## src/design/name_cmd_pkg.sv

```systemverilog
// Overview of operation
// - Parse start, code, option, fifteen name bytes, end.
// - Accept only when not advertising, not connected.
// - Stored name holds up to fourteen characters.
// - Option bit 0 enables address suffix.
// - Option bit 1 enables bonding; others reserved.
// - Name field fixed fifteen bytes, null terminated.
// - Suffix is three low address bytes as ASCII.
package name_cmd_pkg;

  // Framing bytes of the command link
  localparam logic [7:0] PACKET_START_MARKER = 8'ha5;
  localparam logic [7:0] CMD_SET_NAME = 8'h0b;
  localparam logic [7:0] PACKET_END_MARKER = 8'ha6;
  // Error answer byte
  localparam logic [7:0] ERROR_REPLY = 8'hee;

  // Field layout of the option byte
  localparam int OPT_SUFFIX_BIT = 0;
  localparam int OPT_BOND_BIT = 1;

  // Sizes of the name field and the stored name
  localparam int NAME_FIELD_LEN = 15;
  localparam int NAME_MAX_CHARS = 14;
  localparam int SUFFIX_BYTES = 3;
  localparam int SUFFIX_CHARS = 2 * SUFFIX_BYTES;
  // One spare byte keeps a null after the longest name plus suffix
  localparam int STORE_LEN = NAME_MAX_CHARS + SUFFIX_CHARS + 1;
  localparam int ADDR_BITS = 48;

  // Reset values of the stored settings
  localparam logic [7:0] RESET_CHAR = 8'h00;
  localparam logic [4:0] RESET_LEN = 5'h00;
  localparam logic RESET_FLAG = 1'b0;

  // Committed name and options as seen by the rest of the module
  typedef struct packed {
    logic bond_enable;
    logic suffix_enable;
    logic [4:0] length;
    logic [STORE_LEN-1:0][7:0] chars;
  } name_rec_t;

  // Packet walk states
  typedef enum {
    ST_START,
    ST_CODE,
    ST_OPTION,
    ST_NAME,
    ST_END,
    ST_REPLY
  } parse_state_t;

endpackage

```

## src/design/device_name_set_command.sv

```systemverilog
// Name-setting command interpreter on the host byte stream
module device_name_set_command #(
  parameter logic [7:0] ERROR_BYTE = name_cmd_pkg::ERROR_REPLY
) (
  input wire logic clk_sys,
  input wire logic reset,
  input wire logic rx_valid,
  input wire logic [7:0] rx_data,
  output logic rx_ready,
  input wire logic adv_on,
  input wire logic central_connected,
  input wire logic [name_cmd_pkg::ADDR_BITS-1:0] dev_addr,
  output logic tx_valid,
  output logic [7:0] tx_data,
  input wire logic tx_ready,
  output name_cmd_pkg::name_rec_t name_rec,
  output logic name_updated,
  output logic cmd_rejected
);

  name_cmd_pkg::parse_state_t state_reg; // Packet walk position
  name_cmd_pkg::parse_state_t state_next;
  logic [7:0] opt_reg; // Option byte of the packet in flight
  logic [7:0] opt_next;
  logic [name_cmd_pkg::NAME_FIELD_LEN-1:0][7:0] field_reg; // Raw name field
  logic [name_cmd_pkg::NAME_FIELD_LEN-1:0][7:0] field_next;
  logic [3:0] idx_reg; // Name byte position
  logic [3:0] idx_next;
  logic [4:0] len_reg; // Meaningful characters so far
  logic [4:0] len_next;
  logic null_seen_reg; // Terminator already met
  logic null_seen_next;
  logic busy_seen_reg; // Radio was busy at some point of the packet
  logic busy_seen_next;
  logic [7:0] reply_reg; // Answer byte waiting for the buffer
  logic [7:0] reply_next;
  name_cmd_pkg::name_rec_t rec_reg; // Committed name and options
  name_cmd_pkg::name_rec_t rec_next;
  logic upd_reg; // One-cycle commit strobe
  logic upd_next;
  logic rej_reg; // One-cycle refusal strobe
  logic rej_next;

  logic take; // A byte is taken this cycle
  logic busy; // Advertising or connected
  logic buf_in_valid;
  logic buf_in_ready;
  logic [name_cmd_pkg::SUFFIX_CHARS-1:0][7:0] suffix_chars;
  name_cmd_pkg::name_rec_t built_rec; // Name as it would be committed

  assign busy = adv_on || central_connected;
  assign take = rx_valid && rx_ready;
  assign name_rec = rec_reg;
  assign name_updated = upd_reg;
  assign cmd_rejected = rej_reg;

  // Nibble to upper-case hex character
  function automatic logic [7:0] hex_char(input logic [3:0] nib);
    logic [7:0] res;
    res = 8'h00;
    if (nib < 4'ha) begin
      res = 8'h30 + {4'h0, nib};
    end else begin
      res = 8'h37 + {4'h0, nib};
    end
    return res;
  endfunction

  // Low address bytes as text, most significant digit first
  always_comb begin
    suffix_chars = '0;
    for (int k = 0; k < name_cmd_pkg::SUFFIX_CHARS; k++) begin
      suffix_chars[k] = hex_char(dev_addr[23 - 4 * k -: 4]);
    end
  end

  // Assemble the record that a good end marker would commit
  always_comb begin
    built_rec = '0;
    built_rec.bond_enable = opt_reg[name_cmd_pkg::OPT_BOND_BIT];
    built_rec.suffix_enable = opt_reg[name_cmd_pkg::OPT_SUFFIX_BIT];
    built_rec.length = len_reg;
    for (int i = 0; i < name_cmd_pkg::STORE_LEN; i++) begin
      built_rec.chars[i] = name_cmd_pkg::RESET_CHAR;
      if (i < 32'(len_reg)) begin
        // Only characters before the terminator survive
        built_rec.chars[i] = field_reg[i];
      end else if (built_rec.suffix_enable &&
                   (i - 32'(len_reg)) < name_cmd_pkg::SUFFIX_CHARS) begin
        // Suffix follows the last name character directly
        built_rec.chars[i] = suffix_chars[i - 32'(len_reg)];
      end
    end
    if (built_rec.suffix_enable) begin
      built_rec.length = len_reg + 5'(name_cmd_pkg::SUFFIX_CHARS);
    end
  end

  // Packet walk, one byte per state step
  always_comb begin
    state_next = state_reg;
    opt_next = opt_reg;
    field_next = field_reg;
    idx_next = idx_reg;
    len_next = len_reg;
    null_seen_next = null_seen_reg;
    busy_seen_next = busy_seen_reg || busy;
    reply_next = reply_reg;
    rec_next = rec_reg;
    upd_next = 1'b0;
    rej_next = 1'b0;
    // Input stalls while an answer waits, so the buffer back-pressures parsing
    rx_ready = (state_reg != name_cmd_pkg::ST_REPLY);
    buf_in_valid = 1'b0;
    case (state_reg)
      name_cmd_pkg::ST_START: begin
        // Hunt for the start marker; stray bytes are dropped
        if (take && rx_data == name_cmd_pkg::PACKET_START_MARKER) begin
          state_next = name_cmd_pkg::ST_CODE;
        end
      end
      name_cmd_pkg::ST_CODE: begin
        if (take) begin
          if (rx_data == name_cmd_pkg::CMD_SET_NAME) begin
            state_next = name_cmd_pkg::ST_OPTION;
            // Busy tracking starts fresh with this packet
            busy_seen_next = busy;
          end else begin
            // Other commands belong to other handlers
            state_next = name_cmd_pkg::ST_START;
          end
        end
      end
      name_cmd_pkg::ST_OPTION: begin
        if (take) begin
          // Reserved bits are kept but never acted upon
          opt_next = rx_data;
          idx_next = 4'h0;
          len_next = name_cmd_pkg::RESET_LEN;
          null_seen_next = 1'b0;
          state_next = name_cmd_pkg::ST_NAME;
        end
      end
      name_cmd_pkg::ST_NAME: begin
        if (take) begin
          field_next[idx_reg] = rx_data;
          if (!null_seen_reg && rx_data == 8'h00) begin
            null_seen_next = 1'b1;
          end else if (!null_seen_reg &&
                       len_reg < 5'(name_cmd_pkg::NAME_MAX_CHARS)) begin
            // Cap at fourteen: a full field without null loses its last byte
            len_next = len_reg + 5'h01;
          end
          // All fifteen bytes are always consumed, filler included
          if (idx_reg == 4'(name_cmd_pkg::NAME_FIELD_LEN - 1)) begin
            state_next = name_cmd_pkg::ST_END;
          end else begin
            idx_next = idx_reg + 4'h1;
          end
        end
      end
      name_cmd_pkg::ST_END: begin
        if (take) begin
          state_next = name_cmd_pkg::ST_REPLY;
          if (rx_data == name_cmd_pkg::PACKET_END_MARKER &&
              !busy_seen_reg && !busy) begin
            rec_next = built_rec;
            upd_next = 1'b1;
            reply_next = name_cmd_pkg::PACKET_END_MARKER;
          end else begin
            // Stored name and options stay as they were
            rej_next = 1'b1;
            reply_next = ERROR_BYTE;
          end
        end
      end
      name_cmd_pkg::ST_REPLY: begin
        buf_in_valid = 1'b1;
        if (buf_in_ready) begin
          state_next = name_cmd_pkg::ST_START;
        end
      end
      default: begin
        state_next = name_cmd_pkg::ST_START;
      end
    endcase
  end

  // Register stage for the walk and the committed settings
  always_ff @(posedge clk_sys) begin
    if (reset) begin
      state_reg <= name_cmd_pkg::ST_START;
      opt_reg <= 8'h00;
      field_reg <= '0;
      idx_reg <= 4'h0;
      len_reg <= name_cmd_pkg::RESET_LEN;
      null_seen_reg <= 1'b0;
      busy_seen_reg <= 1'b0;
      reply_reg <= 8'h00;
      rec_reg <= '0;
      upd_reg <= name_cmd_pkg::RESET_FLAG;
      rej_reg <= name_cmd_pkg::RESET_FLAG;
    end else begin
      state_reg <= state_next;
      opt_reg <= opt_next;
      field_reg <= field_next;
      idx_reg <= idx_next;
      len_reg <= len_next;
      null_seen_reg <= null_seen_next;
      busy_seen_reg <= busy_seen_next;
      reply_reg <= reply_next;
      rec_reg <= rec_next;
      upd_reg <= upd_next;
      rej_reg <= rej_next;
    end
  end

  // Answer bytes leave through the two-entry buffer
  reply_buffer #(
    .WIDTH(8)
  ) u_reply_buffer (
    .clk_sys(clk_sys),
    .reset(reset),
    .in_valid(buf_in_valid),
    .in_data(reply_reg),
    .in_ready(buf_in_ready),
    .out_valid(tx_valid),
    .out_data(tx_data),
    .out_ready(tx_ready)
  );

endmodule

```

## src/design/reply_buffer.sv

```systemverilog
// Two-entry buffer: a stall by the receiver loses no word
module reply_buffer #(
  parameter int WIDTH = 8
) (
  input wire logic clk_sys,
  input wire logic reset,
  input wire logic in_valid,
  input wire logic [WIDTH-1:0] in_data,
  output logic in_ready,
  output logic out_valid,
  output logic [WIDTH-1:0] out_data,
  input wire logic out_ready
);

  logic [1:0][WIDTH-1:0] slot_reg; // Storage slots
  logic [1:0][WIDTH-1:0] slot_next;
  logic wr_ptr_reg; // Slot written next
  logic wr_ptr_next;
  logic rd_ptr_reg; // Slot read next
  logic rd_ptr_next;
  logic [1:0] count_reg; // Entries held, 0 to 2
  logic [1:0] count_next;
  logic push;
  logic pop;

  // Honest flags straight from the count
  assign in_ready = (count_reg != 2'h2);
  assign out_valid = (count_reg != 2'h0);
  // Read data comes from a register slot
  assign out_data = slot_reg[rd_ptr_reg];
  assign push = in_valid && in_ready;
  assign pop = out_valid && out_ready;

  // Next pointers, count and slot contents
  always_comb begin
    slot_next = slot_reg;
    wr_ptr_next = wr_ptr_reg;
    rd_ptr_next = rd_ptr_reg;
    count_next = count_reg;
    if (push) begin
      slot_next[wr_ptr_reg] = in_data;
      wr_ptr_next = ~wr_ptr_reg;
    end
    if (pop) begin
      rd_ptr_next = ~rd_ptr_reg;
    end
    // Push and pop together leave the count unchanged
    if (push && !pop) begin
      count_next = count_reg + 2'h1;
    end else if (pop && !push) begin
      count_next = count_reg - 2'h1;
    end
  end

  // Register stage
  always_ff @(posedge clk_sys) begin
    if (reset) begin
      slot_reg <= '0;
      wr_ptr_reg <= 1'b0;
      rd_ptr_reg <= 1'b0;
      count_reg <= 2'h0;
    end else begin
      slot_reg <= slot_next;
      wr_ptr_reg <= wr_ptr_next;
      rd_ptr_reg <= rd_ptr_next;
      count_reg <= count_next;
    end
  end

endmodule

```

## config.mk

```make
export PLATFORM = sky130hd
export DESIGN_NAME = device_name_set_command
export DESIGN_NICKNAME = d
export VERILOG_FILES = /design/src/design/name_cmd_pkg.sv /design/src/design/device_name_set_command.sv /design/src/design/reply_buffer.sv
export SDC_FILE = /design/constraint.sdc
export NUM_CORES = 1
export LEC_CHECK = 0
export BUFFER_PORTS_ARGS = -buffer_cell sky130_fd_sc_hd__buf_2
export CORE_UTILIZATION = 47
export CTS_CLUSTER_DIAMETER = 100
export CTS_CLUSTER_SIZE = 40
export DETAILED_ROUTE_END_ITERATION = 12
export PLACE_DENSITY = 0.68
export SYNTH_ARGS = -nofsm -noshare
export SYNTH_HDL_FRONTEND = slang
export SYNTH_SLANG_ARGS = --single-unit
```

## constraint.sdc

```tcl
create_clock -name clk_sys -period 3.4 [get_ports clk_sys]
set_clock_uncertainty 0.05 [all_clocks]
set_input_delay 0.51 -clock clk_sys [delete_from_list [all_inputs] [get_ports clk_sys]]
set_output_delay 0.51 -clock clk_sys [all_outputs]
set_load 0.03 [all_outputs]
```

Word-level counts from Yosys, hierarchy flattened
Index checks and enable logic that the tools add are counted.
{"block": "op_classes", "eq_ne": 22, "n_reduce_logical": 54, "n_mux": 130, "n_bitwise": 4, "addsub": 38, "magnitude_cmp": 75}
{"operator": "$lt A32 B3 Y1 const B", "count": 21}
{"operator": "$lt A32 B4 Y1 const B", "count": 21}
{"operator": "$mux W8", "count": 67}
{"operator": "$bmux W8 S3", "count": 21}
{"operator": "$mux W32", "count": 7}
{"operator": "$pmux W32 S6", "count": 1}
{"operator": "$bwmux W120", "count": 1}
{"operator": "$add A6 B4 Y7 const A", "count": 12}
{"operator": "$eq A32 B2 Y1 const B", "count": 2}
{"operator": "$eq A32 B3 Y1 const B", "count": 2}
{"operator": "$mux W7", "count": 7}
{"operator": "$sub A4 B5 Y6 const A", "count": 8}
{"operator": "$lt A4 B5 Y1 const A", "count": 8}
{"operator": "$logic_and A1 B1 Y1", "count": 33}
{"operator": "$demux W8 S4", "count": 1}
{"operator": "$eq A32 B1 Y1 const B", "count": 1}
{"operator": "$logic_not A32 Y1", "count": 1}
{"operator": "$ne A32 B4 Y1 const B", "count": 1}
{"operator": "$sub A5 B5 Y6 const A", "count": 5}
{"operator": "$lt A5 B5 Y1 const A", "count": 5}
{"operator": "$mux W5", "count": 5}
{"operator": "$lt A4 B4 Y1 const B", "count": 6}
{"operator": "$sub A3 B5 Y6 const A", "count": 4}
{"operator": "$ne A2 B2 Y1 const B", "count": 11}
{"operator": "38 further kinds", "count": 72}
{"block": "word_totals", "wordCells": 376, "output_inout_bits": 187, "register_bits": 370}

Depth between registers and ports, before layout
Gate-level depths: netlist (run 1).
{"block": "depth", "depth_word": 7, "mapped_depth": 13, "mapped_depth_nobuf": 10}

By module
A second synthesis (run 1) with hierarchy kept.
{"block": "unflattened", "cells_unflattened": 1984, "hier_area_um2": 16902.5}
{"module": "device_name_set_command", "area_each_um2": 15940.3, "seq_area_each_um2": 6185.9, "cells_each": 1882, "instances": 1}
{"module": "reply_buffer", "area_each_um2": 962.2, "seq_area_each_um2": 400.4, "cells_each": 102, "instances": 1}

Worst setup path before layout (run 1)
No wires, ideal clock.
{"block": "synth_path", "path_kind": "register to register", "startpoint": "register len_reg[1]", "endpoint": "register rec_reg, in the netlist name_rec[35]", "path_stages_with_launch": 11, "t_arrival_ns": 2.793, "t_required_ns": 3.218, "slack_ns": 0.425, "setup_time_ns": 0.132, "path_cell_list": "dfxtp_1 -> inv_2 -> buf_2 -> buf_2 -> ha_1 -> buf_2 -> inv_1 -> mux4_2 -> mux2_2 -> a221oi_1 -> nor3_1"}
{"block": "synth_via", "elab_chain_cells": 5, "word_cells_on_any_way": 8, "cone_classes": "add/sub (1); order compare (2); mux (4); reduce/logical (1)"}
{"element": "start, declared", "line": "device_name_set_command.sv:29", "source": "logic [4:0] len_reg;"}
{"element": "start signal, assigned", "line": "device_name_set_command.sv:196", "source": "len_reg <= name_cmd_pkg::RESET_LEN;"}
{"element": "start signal, assigned", "line": "device_name_set_command.sv:208", "source": "len_reg <= len_next;"}
{"element": "$sub A3 B5 Y6", "line": "device_name_set_command.sv:89, device_name_set_command.sv:91"}
{"element": "$lt A32 B3 Y1 or $bmux W8 S3 (tied branches)", "line": "device_name_set_command.sv:89, device_name_set_command.sv:91"}
{"element": "$logic_and A1 B1 Y1 or $mux W8 (tied branches)", "line": "device_name_set_command.sv:88, device_name_set_command.sv:91"}
{"element": "$mux W8", "line": "device_name_set_command.sv:88", "source": "end else if (built_rec.suffix_enable &&"}
{"element": "$mux W8 *", "line": "device_name_set_command.sv:85", "source": "if (i < 32'(len_reg)) begin"}
{"element": "end signal, assigned", "line": "device_name_set_command.sv:212", "source": "rec_reg <= rec_next;"}
{"element": "end, declared", "line": "device_name_set_command.sv:37", "source": "name_cmd_pkg::name_rec_t rec_reg;"}
Mark *: on every way between the ends. The rest lies on a longest branch, timed or not. The select of a mux whose other input is x is not followed.
A chain may end at the register's enable or synchronous reset.

Final worst setup path (run 1)
{"block": "layout_path", "startpoint": "register len_reg[1]", "endpoint": "register rec_reg, in the netlist name_rec[0]"}
{"block": "layout_via", "elab_chain_cells": 5, "word_cells_on_any_way": 8, "cone_classes": "add/sub (1); order compare (2); mux (4); reduce/logical (1)"}
{"element": "$sub A1 B5 Y6", "line": "device_name_set_command.sv:89, device_name_set_command.sv:91"}
{"element": "$lt A32 B3 Y1 or $bmux W8 S3 (tied branches)", "line": "device_name_set_command.sv:89, device_name_set_command.sv:91"}
{"element": "$logic_and A1 B1 Y1 or $mux W8 (tied branches)", "line": "device_name_set_command.sv:88, device_name_set_command.sv:91"}
{"element": "$mux W8", "line": "device_name_set_command.sv:88"}
{"element": "$mux W8 *", "line": "device_name_set_command.sv:85"}
Marked as above.

==> metrics.txt, run 1 <==
post-synth top area share 40.6%; All-Layer GR Usage 32.2%; Crit Path Max Fanout 20; Antenna Cells 0; Synth warnings 0; Post-CTS Hold Buffers 0; final WL 55400 um; Avg WL per Cell 21.9 um; drt pass-1 iters 6; FMAX 0.327 GHz; layout cells sized above 1 19.1%; Tcrit/Tclk final 89.9%; CP endpoint kind flop; leakage power 7.26 nW; PwrDens 354 nW/um^2; Total Nets Final 2169; Final Hold Viols 0; GR Overflow Total 0; postcts setup bufs 0; global-route wire length before repair 83300 um; DP HPWL 39800 um; vias in the first global route 13889; Largest register FFs 169; CTS H-tree lvls 1; Distinct cells, synth 89; Post-synth top cells dfxtp_1 (317), nand2_1 (247), a21oi_1 (236); Slew Limit Fails 0; outcome complete, no violations; Yosys reg bits 317; clock root cell clkbuf_16; sequential-to-total area share from yosys stat 40.6%; Total Neg Setup Slack 0 ns; Synth Instances 1908; Synth area leader dfxtp_1; clock sink count 317; CP Launch Type flop; CTS tree built; RePlAce Congestion 0.975; Tot Pwr 6.29 mW; Synth Flop Type dfxtp_1; Mean Syn Cell Area 8.19 um^2; Via density 6.08; Layout Utilization 54.4%; most common cell in the netlist dfxtp_1; I/O pin cnt 249; Final Hold Slack 0.150 ns; largest net degree at the start of global routing 126; Initial Utilization 47.9%; Worst-Margin Slew 1.15 ns; # rows 66; Peak VDD IR 0.302 mV; unrepaired setup endpoints after global routing no; final std cells w/o fill 2526; register area 6350 um^2; Placeable Area 32600 um^2; dpl cells 2505; antenna violations before repair 0; die width 184 um; worst skew pair latency 0.55 ns; Max-Cap Viols 0; input/output buffers 216; final setup violation count 0; total number of vias 15362; worst endpoint data arrival time 3.43 ns; Routed Antenna Nets 0; Die Y 184 um; minimum clock period 3.06 ns; detailed-route DRC error count 0; Slew headroom 22.9%; cts bufs inserted 13; Worst-path clk slew 0.14 ns; iteration-0 DRC count of the detailed router 1858; FFs w/ async S/R, synth 0%; synth top area cells dfxtp_1 (41%), a21oi_1 (7.6%), nand2_1 (5.9%), o21ai_0 (3.9%), nand3_1 (3.4%); Netlist Area Pre-Place 15600 um^2; Post-synth EDFFs 0; FILL cells 3145; footprint of the multi-input gates 8410 um^2; CTS resizes 0; Area Overhead vs Synth 13.6%; critical path class reg2reg; Req. time, crit path 3.77 ns; Max clock buf depth 3; die area 34000 um^2; HP Class in2reg
## critical path: stages (launching register included)
cell	delay [ns]
dfxtp_1	0.37
inv_2	0.04
ha_1	0.63
nor3b_1	0.11
mux2_2	0.28
a2111oi_0	0.59
o21ai_0	0.40
a221oi_1	0.39
nor2_1	0.07
## per-stage QoR
stage	worst slack, ns	instance area [um^2]
after floorplan	0.425	15700
after global placement	0.467	17300
after detailed placement	0.380	17300
after CTS	0.325	17800
after global routing	0.0988	17800
final	0.345	17800
## final timing paths
path / cells after the start / end / slack [ns] / start
setup / recovery: 8 / name_rec[0]$_SDFFE_PP0P_ / 0.34 / len_reg[1]$_SDFFE_PP0P_
hold / removal: 3 / busy_seen_reg$_SDFF_PP0_ / 0.15 / adv_on
setup reg to reg: 8 / name_rec[0]$_SDFFE_PP0P_ / 0.34 / len_reg[1]$_SDFFE_PP0P_
hold reg to reg: 2 / name_rec[134]$_SDFFE_PP0P_ / 0.40 / name_rec[134]$_SDFFE_PP0P_
## per-layer routing
metal  GRT usage (%)  vias to the layer above  share of wire (%)
met3            4.17                      109                9.5
met4            12.9                        0                4.4
met2            49.7                      854                 44
met5               0                        -                  0
met1            45.2                     7260                 42
li1                -                     7139                  -
## area by class of cell
class                      count  area share [%]
clock inverter                 7           0.536
tap                          442            3.11
inverter                      42           0.888
multi-input combinational   1392            47.4
timing repair buffer         312            10.5
sequential                   317            35.8
clock buffer                  14            1.85
## report_power, final
| part | internal (mW) | switching, mW | total [mW] |
|---|---|---|---|
| clock | 0.773 | 1.31 | 2.08 |
| sequential | 3.72 | 0.00352 | 3.72 |
| combinational | 0.142 | 0.349 | 0.491 |
| total | 4.63 | 1.66 | 6.29 |
## cells by family (layout without fill, tap and decap cells)
logic type,count (synthesis),count (layout),share of synthesized area [%]
mux,73,73,6.19
compound gates,569,569,22.4
fa+ha+maj,29,29,2.32
flops,317,317,40.6
xor+xnor,24,24,1.35
buf+inv,206,375,5.85
other cells,1,8,0.0240
simple gates,689,689,21.3
## placed cells by master (no fill, tap or decap), types with 46 or more instances in the layout
master / instances
mux2i_1: 46
buf_4: 92
nand3_1: 106
nor2_1: 136
buf_2: 215
dfxtp_1: 316
a21oi_1: 236
a221oi_1: 50
o21ai_0: 122
nand2_1: 246
Note: power is estimated with default switching activity, not from simulation.
==> inputs of run 2 (changes only) <==
BUFFER_PORTS_ARGS = -buffer_cell sky130_fd_sc_hd__buf_4   (was -buffer_cell sky130_fd_sc_hd__buf_2)
==> metrics.txt, run 2 (synthesis gave the netlist of run 1 again) <==
Crit Path Max Fanout 14; All-Layer GR Usage 32.1%; Final Cell Area 18200 um^2; input/output buffers 216; Worst path depth 8; I/O pin cnt 249; outcome complete, no violations; clock root cell clkbuf_16; # rows 66; Avg WL per Cell 22.2 um; most used cell, CP ha_1; Max stage delay on crit path 0.70 ns; total number of vias 15464; postcts setup bufs 0; final worst slack 0.347 ns; Worst path slowest cell nor4_2; vias in the first global route 13873; Tcrit/Tclk final 89.8%; GR Overflow Total 0; Initial Utilization 47.9%; Max clock buf depth 3; final setup violation count 0; detailed-route DRC error count 0; die area 34000 um^2; CP endpoint kind flop; Antenna Cells 0; Buf+Inv Stages, Crit Path 2; HP Class in2reg; critical-path cell list inv_2 > ha_1 > ha_1 > nand2_1 > nor4_2 > inv_1 > o21ai_0 > o211a_1; most frequent cells in the layout dfxtp_1 (316), buf_4 (296), nand2_1 (246), a21oi_1 (236), nor2_1 (136); Area after DPL 17800 um^2; Slew headroom 18.6%; layout cells sized above 1 18.6%; Largest register FFs 169; unrepaired setup endpoints after global routing no; Slew Limit Fails 0; setup slack at placement 0.333 ns; Req. time, crit path 3.82 ns; Area Overhead vs Synth 16.6%; Final Hold Slack 0.197 ns; leakage power 7.21 nW; largest net degree at the start of global routing 112; Max-Cap Viols 0; worst endpoint data arrival time 3.47 ns; iteration-0 DRC count of the detailed router 1776; FMAX 0.328 GHz; Peak VDD IR 0.395 mV; reg2reg path depth 8; CTS tree built; RePlAce Congestion 0.973; final std cells w/o fill 2513; Routed Antenna Nets 0; Placeable Area 32600 um^2; CP Launch Type flop; Worst-path clk slew 0.14 ns; die width 184 um; clock sink count 317; Total Nets Final 2159; cts bufs inserted 12; Post-CTS Hold Buffers 0; CTS resizes 0; antenna violations before repair 0; Total Neg Setup Slack 0 ns; PwrDens 340 nW/um^2; Top Family by Delay on Critical Path simple AND/OR/NAND/NOR gates; CTS H-tree lvls 1; Die Y 184 um; global-route wire length before repair 83200 um; dpl cells 2496; Worst-Margin Slew 1.22 ns; drt pass-1 iters 5; final WL 55800 um; Via density 6.15; most common cell after layout, fill and taps aside dfxtp_1; Final Hold Viols 0; critical path class reg2reg; FILL cells 3099; minimum clock period 3.05 ns; DP HPWL 40500 um; Hold Path Depth 3; worst skew pair latency 0.53 ns
==> run 2: worst paths after layout <==
check | startpoint | endpoint | slack (ns)
max | len_reg[3]$_SDFFE_PP0P_ | name_rec[16]$_SDFFE_PP0P_ | 0.35
min | adv_on | busy_seen_reg$_SDFF_PP0_ | 0.20
max reg2reg | len_reg[3]$_SDFFE_PP0P_ | name_rec[16]$_SDFFE_PP0P_ | 0.35
min reg2reg | name_rec[128]$_SDFFE_PP0P_ | name_rec[128]$_SDFFE_PP0P_ | 0.41
==> run 2: routing by layer <==
layer / vias up / part of all wire, % / global-route usage, %
met2: 800 / 44 / 50.1
li1: 7122 / - / -
met1: 7428 / 42 / 44.7
met4: 0 / 4.6 / 13.7
met5: - / 0 / 0
met3: 114 / 9.0 / 3.48
==> run 2: cell type report <==
class                           count  area, um^2  share of cell area, %
Tap cell                          442         553                   3.04
Inverter                           42         158                  0.865
Clock inverter                      3        55.1                  0.302
Clock buffer                       14         339                   1.86
Multi-Input combinational cell   1392        8410                   46.2
Sequential cell                   317        6350                   34.8
Timing Repair Buffer              303        2350                   12.9
==> run 2: worst register-to-register path, delay by kind of cell, from the launching register on <==
kind | cells | cell delay, ns
AO/OA/AOI/OAI | 2 | 0.42
AND/OR/NAND/NOR | 2 | 0.88
flip-flops | 1 | 0.53
adder cells (fa/ha/maj) | 2 | 0.65
buffers and inverters | 2 | 0.47
==> run 2: per-stage QoR <==
stage	power, mW	utilization, %
6_report	6.19	55.9
5_1_grt	6.35	55.9
2_1_floorplan	4.08	-
3_3_place_gp	4.28	54.6
3_5_place_dp	4.28	54.6
4_1_cts	6.21	55.9
==> run 2: power breakdown <==
group	switching, mW	leakage [nW]	internal [mW]	total, mW
registers	0.00345	2.55	3.72	3.72
logic	0.347	4.47	0.150	0.497
clock network	1.22	0.190	0.754	1.98
total	1.57	7.21	4.62	6.19
==> inputs of run 3 (changes only) <==
CORE_ASPECT_RATIO = 1.5   (was default)
==> metrics.txt, run 3 (synthesis gave the netlist of run 1 again) <==
outcome complete, no violations; Crit Path Max Fanout 21; FMAX 0.329 GHz; Final Hold Viols 0; vias in the first global route 14154; Initial Utilization 47.9%; die width 151 um; FILL cells 3053; I/O pin cnt 249; most common cell after layout, fill and taps aside dfxtp_1; unrepaired setup endpoints after global routing no; Worst-Margin Slew 1.14 ns; Combinational Power Share 8.0%; CTS resizes 0; M2 GR Usage 52.8%; Routed Antenna Nets 0; Area Overhead vs Synth 15.9%; total number of vias 15263; All-Layer GR Usage 32.5%; Avg WL per Cell 22.7 um; Max-Cap Viols 0; minimum clock period 3.04 ns; most frequent cells in the layout dfxtp_1 (316), buf_4 (291), nand2_1 (246), a21oi_1 (236), nor2_1 (136); drt pass-1 iters 5; final worst slack 0.357 ns; worst endpoint data arrival time 3.45 ns; antenna violations before repair 1; setup slack at placement 0.399 ns; GR Overflow Total 0; layout cells sized above 1 18.3%; Post-CTS Hold Buffers 0; CTS H-tree lvls 1; Peak VDD IR 0.372 mV; register area 6350 um^2; footprint of the multi-input gates 8410 um^2; leakage power 7.16 nW; cts bufs inserted 12; detailed-route DRC error count 0; Die Y 225 um; Slew Limit Fails 0; global-route wire length before repair 83900 um; Final Cell Area 18100 um^2; postcts setup bufs 0; RePlAce Congestion 0.962; Largest register FFs 169; Via density 6.16; largest net degree at the start of global routing 143; Slew headroom 23.9%; HP Class in2reg; worst skew pair latency 0.51 ns; clock root cell clkbuf_16; GRT busiest layer met2; die area 34000 um^2; CP Launch Type flop; final WL 56200 um; Total Nets Final 2152; Placeable Area 32600 um^2; # rows 81; Worst-path clk slew 0.15 ns; routing usage on met3 4.07%; Tot Pwr 6.21 mW; Area after DPL 17700 um^2; sw frac 24.9%; final setup violation count 0; Req. time, crit path 3.80 ns; clock sink count 317; clock share of power 32.1%; Hold Path Depth 3; Tcrit/Tclk final 89.5%; CTS tree built; Switch Pwr 1.55 mW; grt met1 use 41.1%; input/output buffers 216; iteration-0 DRC count of the detailed router 1366; Max clock buf depth 3; reg2reg path depth 8; internal power 4.67 mW; CP endpoint kind flop; critical path class reg2reg; Final Hold Slack 0.201 ns; Antenna Cells 0; DP HPWL 41100 um; sequential power share 59.9%; PwrDens 343 nW/um^2; Total Neg Setup Slack 0 ns
[run 3: cell types whose count changed in the layout (fill, tap and decap cells not counted)]
cell / delta
clkinv_8: -1
buf_12: -2
clkbuf_8: -1
bufinv_16: +1
buf_4: -5
[run 3: power by group through the flow]
stage               clock network [mW]  registers [mW]  logic, mW
CTS                               2.02            3.72      0.484
finish                            2.00            3.72      0.498
global route                      2.13            3.72      0.520
global placement                     0            3.80      0.478
floorplan                            0            3.80      0.277
detailed placement                   0            3.80      0.481
[run 3: cell type report]
class,count,area share [%]
flip-flops and latches,317,35.1
multi-input cells,1392,46.5
clock buffers,13,1.80
inverters,42,0.871
clock inverters,3,0.380
well taps,415,2.87
repair buffers,296,12.6
[run 3: worst max-delay path, cell delays in order (launching register included)]
cell and delay (ns):
dfxtp_1 0.38, inv_2 0.04, ha_1 0.69, buf_4 0.28, mux4_2 0.56, o21ai_0 0.47
buf_4 0.24, a221oi_1 0.09, nor3_1 0.17
[run 3: worst paths after layout]
check / startpoint / to / slack, ns
max reg2reg: len_reg[1]$_SDFFE_PP0P_ / name_rec[19]$_SDFFE_PP0P_ / 0.36
max: len_reg[1]$_SDFFE_PP0P_ / name_rec[19]$_SDFFE_PP0P_ / 0.36
min: adv_on / busy_seen_reg$_SDFF_PP0_ / 0.20
min reg2reg: name_rec[134]$_SDFFE_PP0P_ / name_rec[134]$_SDFFE_PP0P_ / 0.41
[run 3: routing by layer]
layer  vias to the layer above  routed length, um
li1                       7103                  -
met1                      7321              22100
met2                       692              26700
met3                       147               3940
met4                         0               3450
met5                         -                  0
[run 3: through the flow]
stage	cells	utilization [%]
final	2478	55.5
after global placement	2462	54.3
after floorplan	1915	-
after global routing	2478	55.5
after detailed placement	2462	54.3
after CTS	2478	55.5
